$ cat config.mk
export PLATFORM = sky130hd
export DESIGN_NAME = base_address_bank
export DESIGN_NICKNAME = d
export VERILOG_FILES = /design/src/bar_pkg.sv /design/src/base_address_bank.sv /design/src/window_base_reg.sv
export VERILOG_INCLUDE_DIRS = /design/src
export SDC_FILE = /design/constraint.sdc
export NUM_CORES = 1
export LEC_CHECK = 0
export ABC_AREA = 1
export BUFFER_PORTS_ARGS = -buffer_cell sky130_fd_sc_hd__buf_2
export CAP_MARGIN = 25
export CORE_MARGIN = 2
export CORE_UTILIZATION = 40
export DETAILED_ROUTE_END_ITERATION = 8
export PLACE_DENSITY = 0.73
export SLEW_MARGIN = 20
export SYNTH_ARGS = -nofsm -noshare
export SYNTH_HDL_FRONTEND = slang
export SYNTH_SLANG_ARGS = --single-unit
$ cat constraint.sdc
create_clock -name clk_in -period 1.3 [get_ports clk_in]
set_input_delay 0.26 -clock clk_in [delete_from_list [all_inputs] [get_ports clk_in]]
set_output_delay 0.26 -clock clk_in [all_outputs]
set_load 0.02 [all_outputs]
$ cat src/bar_cfg.svh
// constants for the configuration base address register bank
`ifndef BAR_CFG_SVH
`define BAR_CFG_SVH

`define BAR_HOST_OFS     8'h10
`define BAR_EXT_OFS      8'h14
`define BAR_CARD_OFS     8'h18
`define BAR_PTR_LSB      11
`define BAR_PTR_W        21
`define BAR_ATTR_W       11
`define BAR_PTR_RESET    21'h000000
`define BAR_ATTR_BITS    11'h000
`define BAR_SIZING_READ  32'hFFFFF800
`define BAR_ALL_ONES     32'hFFFFFFFF
`define BAR_BE_ALL       4'hF
`define BAR_STRAP_WAIT   2'h2
`define BAR_WORD_ZERO    32'h00000000

`endif

$ cat src/bar_pkg.sv
// types shared by the base address register bank
`default_nettype none
package bar_pkg;

	typedef struct packed {
		logic        wr;
		logic        rd;
		logic [7:0]  addr;
		logic [3:0]  be;
		logic [31:0] wdata;
	} cfg_req_t;

	typedef struct packed {
		logic        ack;
		logic        hit;
		logic [31:0] rdata;
	} cfg_rsp_t;

	typedef struct packed {
		logic [20:0] ptr;
	} bar_state_t;

	typedef struct packed {
		logic        sync1;
		logic        sync2;
		logic [1:0]  wait_cnt;
		logic        sampled;
		logic        strap;
		cfg_rsp_t    rsp;
	} bank_state_t;

endpackage

`default_nettype wire

$ cat src/base_address_bank.sv
// three configuration base address registers with card-mode strap latch
// Behaviour
// host window base stores bits 31..11 and reads them back
// all ones written to host base reads back as FFFFF800
// host base bits 10..4 read zero, 2-Kbyte window
// host base bit 3 reads zero, nonprefetchable
// host base bits 2..1 read zero, 32-bit placement anywhere
// host base bit 0 reads zero, memory space
// extension base at 14h behaves like the host base
// strap high at reset: card base reads zero, ignores writes
// strap low at reset: card base bits 31..11 writable
// host must write nonzero card base before using that window
// card base bits 10..4 read zero, 2-Kbyte window
// host reads card structure window only with byte accesses
// card base bits 3, 2..1 and 0 read zero
// strap level sampled at reset selects card mode
// sampled strap held until next reset
// reset clears all bases; writes touch only pointer bits per byte
`timescale 1ns/1ps
`default_nettype none
`include "bar_cfg.svh"

module base_address_bank (
	// clock and reset
	input  wire logic             clk_in,
	input  wire logic             nrst_in,
	// configuration access
	input  wire bar_pkg::cfg_req_t cfg_req_in,
	output var  bar_pkg::cfg_rsp_t cfg_rsp_out,
	// strap pin
	input  wire logic             card_mode_strap_in,
	// window bases for the address decoders
	output logic      [31:0]      host_window_base_out,
	output logic      [31:0]      ext_window_base_out,
	output logic      [31:0]      card_struct_base_out,
	output logic                  card_struct_enable_out
);
	import bar_pkg::*;

	bank_state_t state_reg;
	bank_state_t state_next;
	logic [20:0] host_ptr;
	logic [20:0] ext_ptr;
	logic [20:0] card_ptr;
	logic        card_en;
	logic [31:0] rd_word;
	logic        rd_hit;

	function automatic logic hits(input logic [7:0] addr, input logic [7:0] ofs);
		hits = (addr == ofs);
	endfunction

	function automatic logic mapped(input logic [7:0] addr);
		mapped = hits(addr, `BAR_HOST_OFS) || hits(addr, `BAR_EXT_OFS)
			|| hits(addr, `BAR_CARD_OFS);
	endfunction

	// attribute bits are hard zero: memory, 32-bit, nonprefetchable, 2 Kbyte
	function automatic logic [31:0] bar_word(input logic [20:0] ptr);
		bar_word = {ptr, `BAR_ATTR_BITS};
	endfunction

	// card base stays dead until the strap has been latched low
	assign card_en = state_reg.sampled && !state_reg.strap;

	window_base_reg u_host (
		.clk_in    (clk_in),
		.nrst_in   (nrst_in),
		.wr_in     (cfg_req_in.wr && hits(cfg_req_in.addr, `BAR_HOST_OFS)),
		.be_in     (cfg_req_in.be),
		.wdata_in  (cfg_req_in.wdata),
		.enable_in (1'b1),
		.ptr_out   (host_ptr)
	);

	window_base_reg u_ext (
		.clk_in    (clk_in),
		.nrst_in   (nrst_in),
		.wr_in     (cfg_req_in.wr && hits(cfg_req_in.addr, `BAR_EXT_OFS)),
		.be_in     (cfg_req_in.be),
		.wdata_in  (cfg_req_in.wdata),
		.enable_in (1'b1),
		.ptr_out   (ext_ptr)
	);

	window_base_reg u_card (
		.clk_in    (clk_in),
		.nrst_in   (nrst_in),
		.wr_in     (cfg_req_in.wr && hits(cfg_req_in.addr, `BAR_CARD_OFS)),
		.be_in     (cfg_req_in.be),
		.wdata_in  (cfg_req_in.wdata),
		.enable_in (card_en),
		.ptr_out   (card_ptr)
	);

	always_comb begin
		rd_word = `BAR_WORD_ZERO;
		rd_hit  = 1'b1;
		// a same-cycle write lands after this answer is formed
		if (hits(cfg_req_in.addr, `BAR_HOST_OFS)) begin
			rd_word = bar_word(host_ptr);
		end else if (hits(cfg_req_in.addr, `BAR_EXT_OFS)) begin
			rd_word = bar_word(ext_ptr);
		end else if (hits(cfg_req_in.addr, `BAR_CARD_OFS)) begin
			rd_word = card_en ? bar_word(card_ptr) : `BAR_WORD_ZERO;
		end else begin
			rd_hit = 1'b0;
		end
	end

	always_comb begin
		state_next = state_reg;
		// only the second stage is read; the first may still be settling
		state_next.sync1 = card_mode_strap_in;
		state_next.sync2 = state_reg.sync1;
		// wait for the synchroniser to fill before trusting the strap
		if (!state_reg.sampled) begin
			if (state_reg.wait_cnt == `BAR_STRAP_WAIT) begin
				state_next.sampled = 1'b1;
				state_next.strap   = state_reg.sync2;
			end else begin
				state_next.wait_cnt = state_reg.wait_cnt + 2'h1;
			end
		end
		state_next.rsp.ack   = cfg_req_in.rd;
		state_next.rsp.hit   = cfg_req_in.rd && rd_hit;
		state_next.rsp.rdata = cfg_req_in.rd ? rd_word : `BAR_WORD_ZERO;
	end

	always_ff @(posedge clk_in or negedge nrst_in) begin
		if (!nrst_in) begin
			state_reg.sync1    <= 1'b0;
			state_reg.sync2    <= 1'b0;
			state_reg.wait_cnt <= 2'h0;
			state_reg.sampled  <= 1'b0;
			state_reg.strap    <= 1'b1;
			state_reg.rsp      <= '0;
		end else begin
			state_reg <= state_next;
		end
	end

	// decoders see the bases straight from the pointer flops
	assign cfg_rsp_out            = state_reg.rsp;
	assign host_window_base_out   = bar_word(host_ptr);
	assign ext_window_base_out    = bar_word(ext_ptr);
	assign card_struct_base_out   = card_en ? bar_word(card_ptr) : `BAR_WORD_ZERO;
	assign card_struct_enable_out = card_en;
endmodule // base_address_bank

`default_nettype wire

$ cat src/window_base_reg.sv
// one base register: writable pointer bits 31..11, byte enables honoured
`timescale 1ns/1ps
`default_nettype none
`include "bar_cfg.svh"

module window_base_reg (
	// clock and reset
	input  wire logic        clk_in,
	input  wire logic        nrst_in,
	// write port
	input  wire logic        wr_in,
	input  wire logic [3:0]  be_in,
	input  wire logic [31:0] wdata_in,
	input  wire logic        enable_in,
	// stored pointer
	output logic      [20:0] ptr_out
);
	import bar_pkg::*;

	bar_state_t state_reg;
	bar_state_t state_next;
	logic [20:0] lane_mask;

	genvar i;
	generate
		for (i = 0; i < `BAR_PTR_W; i++) begin : g_lane
			assign lane_mask[i] = be_in[(i + `BAR_PTR_LSB) / 8];
		end
	endgenerate

	always_comb begin
		state_next = state_reg;
		if (!enable_in) begin
			state_next.ptr = `BAR_PTR_RESET;
		end else if (wr_in) begin
			state_next.ptr = (wdata_in[31:`BAR_PTR_LSB] & lane_mask)
				| (state_reg.ptr & ~lane_mask);
		end
	end

	always_ff @(posedge clk_in or negedge nrst_in) begin
		if (!nrst_in) begin
			state_reg.ptr <= `BAR_PTR_RESET;
		end else begin
			state_reg <= state_next;
		end
	end

	assign ptr_out = state_reg.ptr;
endmodule // window_base_reg

`default_nettype wire

==> metrics.md, run 1 <==
| Metric | Value |
|---|---|
| R2R Setup Slk | `-20 ps` |
| Unrepaired setup endpoints after global routing | `yes` |
| Total CTS buffers | `9` |
| Compound-gate portion of the synthesized area | `7.537%` |
| Area leader, netlist | `dfrtp_1` |
| GRT Residual Overflow | `0` |
| TritonRoute pass-1 iters | `6` |
| Post-synthesis adder-cell area fraction | `0.2431%` |
| Die Y | `117.4 µm` |
| Initial Utilization | `40.95%` |
| Clk root buf | `clkbuf_16` |
| Final Cell Area | `0.006721 mm²` |
| Max Cap Violations | `0` |
| IO buf count | `123` |
| Final Max Slew Viols | `0` |
| Chip Width | `117.4 µm` |
| Reg clk slew, reported paths | `60 ps` |
| Area contributors post-synth | `dfrtp_1, nand2_1, buf_4, nand4_1, nand3_1` |
| Num rows | `41` |
| Net switching power | `0.001725 W` |
| Largest family of logic cells by synthesized area | `simple AND/OR/NAND/NOR gates` |
| P_int | `0.005012 W` |
| DRT antenna net count | `0` |
| Placement Cell Area | `0.005952 mm²` |
| Mean post-synth cell area | `7.833 µm²` |
| Wire length per cell | `15.43 µm` |
| Final Hold Viols | `0` |
| Max Freq | `616.3 MHz` |
| Full die area | `0.01379 mm²` |
| Non-filler cells, final | `954` |
| Failing checks | `negative setup slack` |
| Worst Setup EP | `card_struct_base_out[12]` |
| Outcome | `complete, but fails checks` |
| Initial detailed-routing violation count | `425` |
| Synth warn | `0` |
| CTS tree | `built` |
| CTS sink cnt | `92` |
| DRC errors left | `0` |
| Final setup fails | `24` |
| Gpl congestion | `0.9492` |
| Hold Path Class | `input port to flop` |
| Synth Area in XOR/XNOR | `0.1702%` |
| Combinational group share of total power | `11.6%` |
| Via density | `5.074` |
| Core ar. | `0.01257 mm²` |
| Number of global-route vias before repair | `4351` |
| Initial antenna violation count | `0` |
| Post-synthesis cell area | `0.005146 mm²` |
| DP HPWL | `10510 µm` |
| Synth unique cells | `24` |
| Final nets | `828` |
| Top cell type's share of synthesized area | `44.25%` |
| Req. time, crit path | `1040 ps` |
| Clock Latency Late Sink | `350 ps` |
| Ratio of cells with drive above 1 in the final layout | `31.07%` |
| CP Class | `flop to output port` |
| Switching portion of total power | `25.61%` |
| Fin crit period | `1623 ps` |
| R2R cell count | `8` |
| Crit-path max FO | `8` |
| Post-place setup slack | `-146.8 ps` |
| Ant. Diodes | `0` |
| Longest Clk Path Bufs | `2` |
| Vias | `4841` |
| Clock H-tree levels | `3` |
| Share of the yosys chip area belonging to registers | `44.76%` |
| VDD IR-drop max | `0.7191 mV` |
| Clk_skew | `8.367 ps` |
| Flops & latches, synth | `92` |
| Critical path startpoint | `state_reg[34]$_DFFE_PN1P_` |
| Drt total wl | `14720 µm` |
| Sequential power share | `43.7%` |
| Worst setup EP type | `output port` |
| Post-Place Cells | `931` |
| PnR Total Power | `0.006737 W` |
| Tcrit/Tclk final | `124.8%` |
| Reg-to-reg startpoint | `state_reg[34]$_DFFE_PN1P_` |
| Post-route core utilization | `53.48%` |
| Total I/O pin count | `180` |
| Crit start category | `flop` |
| FF-to-FF End | `cfg_rsp_out[24]$_DFF_PN0_` |
| Power Dens Cells | `1002 mW/mm²` |
| FILL cells | `1150` |
| Clock power share | `44.7%` |
| Tot GR Track Use | `21.15%` |
| First-pass GRT wire length | `23320 µm` |
| Syn Inst Count | `657` |
| Pleak | `3.481 nW` |
| Simple-gate share of the synthesized area | `29.03%` |
| Setup WS post-layout | `-322.7 ps` |
| Largest net degree at the start of global routing | `61` |
| Post-synthesis mux area share | `0%` |
| Synth-to-layout area growth | `30.61%` |
| Critical Path AT | `1360 ps` |
## power groups by stage
stage | combinational [W] | clock, W | sequential, W
floorplan | 0.000462 | 0 | 0.00303
global placement | 0.000709 | 0 | 0.00299
detailed placement | 0.000713 | 0 | 0.00299
CTS | 0.000751 | 0.00305 | 0.00294
global route | 0.000847 | 0.00316 | 0.00295
finish | 0.000781 | 0.00301 | 0.00294
## cells by family (layout without fill, tap and decap cells)
| group | count (synthesis) | in the layout |
|---|---|---|
| AO/OA/AOI/OAI | 66 | 66 |
| XOR/XNOR | 1 | 1 |
| adder cells (fa/ha/maj) | 1 | 1 |
| buffers and inverters | 171 | 253 |
| flip-flops | 92 | 92 |
| other | 1 | 44 |
| AND/OR/NAND/NOR | 325 | 325 |
## critical path, stage by stage, from the launching register on
cell and delay [ps]:
dfstp_2 540, inv_4 50, nand2_8 80, buf_12 150, nor2_2 60, buf_6 130
## cell usage after synthesis, drive strengths merged
library cell / count
clkinv: 1
o21ai: 22
buf: 94
o211ai: 21
nor2: 33
xor2: 1
nand4: 66
conb: 1
ha: 1
dfrtp: 91
clkbuf: 22
inv: 54
nand2: 156
dfstp: 1
o211a: 1
nand3: 70
a21oi: 22
## placed cells by master (no fill, tap or decap), types with 13 or more instances in the layout
| cell | count |
|---|---|
| a21oi_1 | 16 |
| buf_12 | 13 |
| buf_2 | 100 |
| buf_4 | 40 |
| buf_6 | 27 |
| conb_1 | 44 |
| dfrtp_1 | 90 |
| inv_1 | 49 |
| nand2_1 | 155 |
| nand3_1 | 65 |
| nand4_1 | 65 |
| nor2_2 | 14 |
| o211ai_1 | 21 |
| o21ai_0 | 22 |
## cell type report
| cell class | count | area (µm²) | share of cell area, % |
|---|---|---|---|
| Inverter | 55 | 211.5 | 3.146 |
| Clock inverter | 6 | 112.6 | 1.675 |
| Clock buffer | 9 | 225.2 | 3.351 |
| Timing Repair Buffer | 183 | 1418 | 21.09 |
| Multi-Input combinational cell | 437 | 2235 | 33.25 |
| Sequential cell | 92 | 2305 | 34.29 |
| Tap cell | 172 | 215.2 | 3.202 |
## worst min path at each step
| stage | from | end | slack (ps) | depth (start not counted) |
|---|---|---|---|---|
| 3_3_place_gp | nrst_in | state_reg[36]$_DFFE_PN0P_ | 90 | 1 |
| 5_1_grt | card_mode_strap_in | state_next[38]$_DFF_PN0_ | 20 | 1 |
| 3_5_place_dp | nrst_in | state_reg[36]$_DFFE_PN0P_ | 90 | 1 |
| 6_report | card_mode_strap_in | state_next[38]$_DFF_PN0_ | 20 | 1 |
| 4_1_cts | card_mode_strap_in | state_next[38]$_DFF_PN0_ | 10 | 1 |
| 2_1_floorplan | nrst_in | asynchronous set/reset pin | -40 | 0 |
## what timing repair did
action                                  CTS  global route
hold buffers                              1             0
pin swaps                                 3             8
buffers inserted                          2             4
endpoints found under the setup margin   55            57
gates cloned                              1             0
resized for setup                        80            25
endpoints found under the hold margin    32             0
## routing by layer
metal	up-vias	share of wire, %	track usage (%)
met1	2210	43	29.62
met4	0	4.7	10.02
li1	2309	-	-
met3	54	7.7	4.961
met2	268	45	30.92
met5	-	0	0
## stage by stage
step / TNS [ps] / hold WS [ps]
after global placement: -5319 / 94.64
after detailed placement: -6296 / 94.49
after floorplan: -120.5 / -35.59
after CTS: -7789 / 10.44
after global routing: -8217 / 16.31
final: -6894 / 20.74
No activity file was read; power rests on OpenSTA's default activity.
==> inputs of run 2 (changes only) <==
==> constraint.sdc (replaced) <==
create_clock -name clk_in -period 1.3 [get_ports clk_in]
set_input_delay 0.13 -clock clk_in [delete_from_list [all_inputs] [get_ports clk_in]]
set_output_delay 0.13 -clock clk_in [all_outputs]
set_load 0.02 [all_outputs]
==> metrics.md, run 2 (synthesized netlist as in run 1, its figures left out) <==
| Metric | Value |
|---|---|
| Initial antenna violation count | `0 (unchanged)` |
| Top delay family on crit path | `flip-flops` |
| Met2 Wirelength | `6740 µm (+2.8%)` |
| Crit path depth | `5 (unchanged)` |
| Core ar. | `0.01257 mm² (unchanged)` |
| Final Hold Viols | `0 (unchanged)` |
| Gpl congestion | `0.9565 (+0.77%)` |
| IO buf count | `123 (unchanged)` |
| Outcome | `complete, but fails checks` |
| Reg area | `0.002303 mm² (about the same)` |
| Unrepaired setup endpoints after global routing | `yes` |
| Total I/O pin count | `180 (unchanged)` |
| CTS tree | `built` |
| Met3 routed WL | `1277 µm (+12%)` |
| Longest Clk Path Bufs | `2 (unchanged)` |
| Final Max Slew Viols | `0 (unchanged)` |
| Pleak | `3.387 nW (-2.7%)` |
| Min-Delay Startpoint | `cfg_req_in[29]` |
| Tot GR Track Use | `20.37% (-0.78 points)` |
| DP HPWL | `10300 µm (-2.0%)` |
| R2R Setup Slk | `-20 ps (about the same)` |
| Most frequent cells in the layout | `nand2_1, buf_2, dfrtp_1, nand4_1, nand3_1` |
| Wire length per cell | `16.07 µm (+4.1%)` |
| Crit-path max FO | `11 (+3)` |
| DRC errors left | `0 (unchanged)` |
| Tcrit/Tclk final | `117.5% (-7.3 points)` |
| Worst setup EP type | `output port` |
| Critical Path AT | `1400 ps (+40 ps)` |
| Number of global-route vias before repair | `4090 (-6.0%)` |
| Clock Latency Late Sink | `340 ps (about the same)` |
| Full die area | `0.01379 mm² (unchanged)` |
| Die Y | `117.4 µm (unchanged)` |
| Worst Path Buf+Inv | `3 (unchanged)` |
| First-pass GRT wire length | `22340 µm (-4.2%)` |
| Reg-to-reg startpoint | `state_reg[34]$_DFFE_PN1P_` |
| Vias | `4773 (-1.4%)` |
| DRT antenna net count | `0 (unchanged)` |
| FILL cells | `1146 (-0.35%)` |
| Ant. Diodes | `0 (unchanged)` |
| Failing checks | `negative setup slack` |
| Post-place setup slack | `-18.65 ps (+128.2 ps)` |
| CP Class | `flop to output port` |
| Final setup fails | `34 (+42%)` |
| Setup WS post-layout | `-227.1 ps (+95.54 ps)` |
| TNS Setup | `-4521 ps (+2374 ps)` |
| Max Cap Violations | `0 (unchanged)` |
| Worst-path cell chain | `inv_2, nand2_4, buf_12, nor2_2, buf_4` |
| Ratio of cells with drive above 1 in the final layout | `29.80% (-1.3 points)` |
| Reg clk slew, reported paths | `70 ps (about the same)` |
| DR top layer | `met4` |
| Synth-to-layout area growth | `27.47%` |
| Hold Path Class | `input port to flop` |
| FF-to-FF End | `u_card.ptr_out[19]$_DFFE_PN0P_` |
| Via density | `5.094 (+0.38%)` |
| Req. time, crit path | `1170 ps (+130 ps)` |
| Hold Slack | `74.67 ps (+53.92 ps)` |
| VDD IR-drop max | `0.5439 mV (-24%)` |
| Total CTS buffers | `9 (unchanged)` |
| Power Dens Cells | `949.8 mW/mm² (-5.2%)` |
| Slowest stage delay, CP | `530 ps (about the same)` |
| Clk root buf | `clkbuf_16` |
| Final nets | `811 (-2.1%)` |
| R2R cell count | `7 (-1)` |
| Hold depth | `3 (+2)` |
| Chip Width | `117.4 µm (unchanged)` |
| Max Freq | `654.8 MHz (+6.3%)` |
| PnR Total Power | `0.006231 W (-7.5%)` |
| Largest net degree at the start of global routing | `31 (-49%)` |
| GRT Residual Overflow | `0 (unchanged)` |
| Clock H-tree levels | `3 (unchanged)` |
| Fin crit period | `1527 ps (-95.54 ps)` |
| M1 WL | `6498 µm (+2.7%)` |
| Clk_skew | `9.990 ps (+1.623 ps)` |
| Crit start category | `flop` |
| Drt total wl | `15050 µm (+2.3%)` |
| Num rows | `41 (unchanged)` |
| Initial Utilization | `40.95% (unchanged)` |
| CTS sink cnt | `92 (unchanged)` |
| Area occupied by multi-input gates | `0.002208 mm² (-1.2%)` |
| CP max stage cell | `dfstp_2` |
| Most common cell after layout, fill and taps aside | `nand2_1` |
| Initial detailed-routing violation count | `571 (+34%)` |
| TritonRoute pass-1 iters | `5 (-1)` |
## run 2: power by group
part           leakage (nW)  internal, W  switching [W]  total (W)
Sequential             1.26      0.00291      0.0000366    0.00294
Clock                 0.139      0.00140        0.00108    0.00248
Combinational          1.99     0.000253       0.000557   0.000810
## run 2: worst max-delay path by stage
stage	slack (ps)	start	end
finish	-230	state_reg[34]$_DFFE_PN1P_	card_struct_base_out[13]
global route	-280	state_reg[34]$_DFFE_PN1P_	card_struct_base_out[13]
CTS	-240	state_reg[34]$_DFFE_PN1P_	card_struct_base_out[23]
detailed placement	-20	state_reg[34]$_DFFE_PN1P_	cfg_rsp_out[21]$_DFF_PN0_
global placement	3	cfg_req_in[37]	flop
floorplan	-6	state_reg[34]$_DFFE_PN1P_	cfg_rsp_out[11]$_DFF_PN0_
## run 2: final cells by class
cell class                      instances  area share (%)
Inverter                               55           3.223
Multi-Input combinational cell        437           33.66
Timing Repair Buffer                  166           20.47
Clock inverter                          3          0.3433
Sequential cell                        92           35.11
Clock buffer                           12           3.910
Tap cell                              172           3.281
## run 2: layer usage
layer  up-vias  track usage, %
met4         0           7.154
met1      2185           29.03
met3        43           4.767
li1       2280               -
met5         -               0
met2       265           30.41
## run 2: stage by stage
stage	util [%]	cell area [µm²]	instances
5_1_grt	52.20	6560	937
6_report	52.20	6560	937
2_1_floorplan	-	5311	700
3_5_place_dp	45.64	5737	909
4_1_cts	50.16	6305	931
3_3_place_gp	45.64	5737	909
## run 2: what timing repair did
item | CTS | global route
pin swaps | 0 | 10
endpoints found under the hold margin | 25 | 0
hold buffers | 2 | 0
buffers inserted | 3 | 1
gates resized for setup | 67 | 33
gates cloned | 2 | 5
setup endpoints to repair | 25 | 48
## run 2: tightest hold or removal path, stage by stage
cell     delay, ps
buf_2          120
nand4_1         80
nand2_1         50
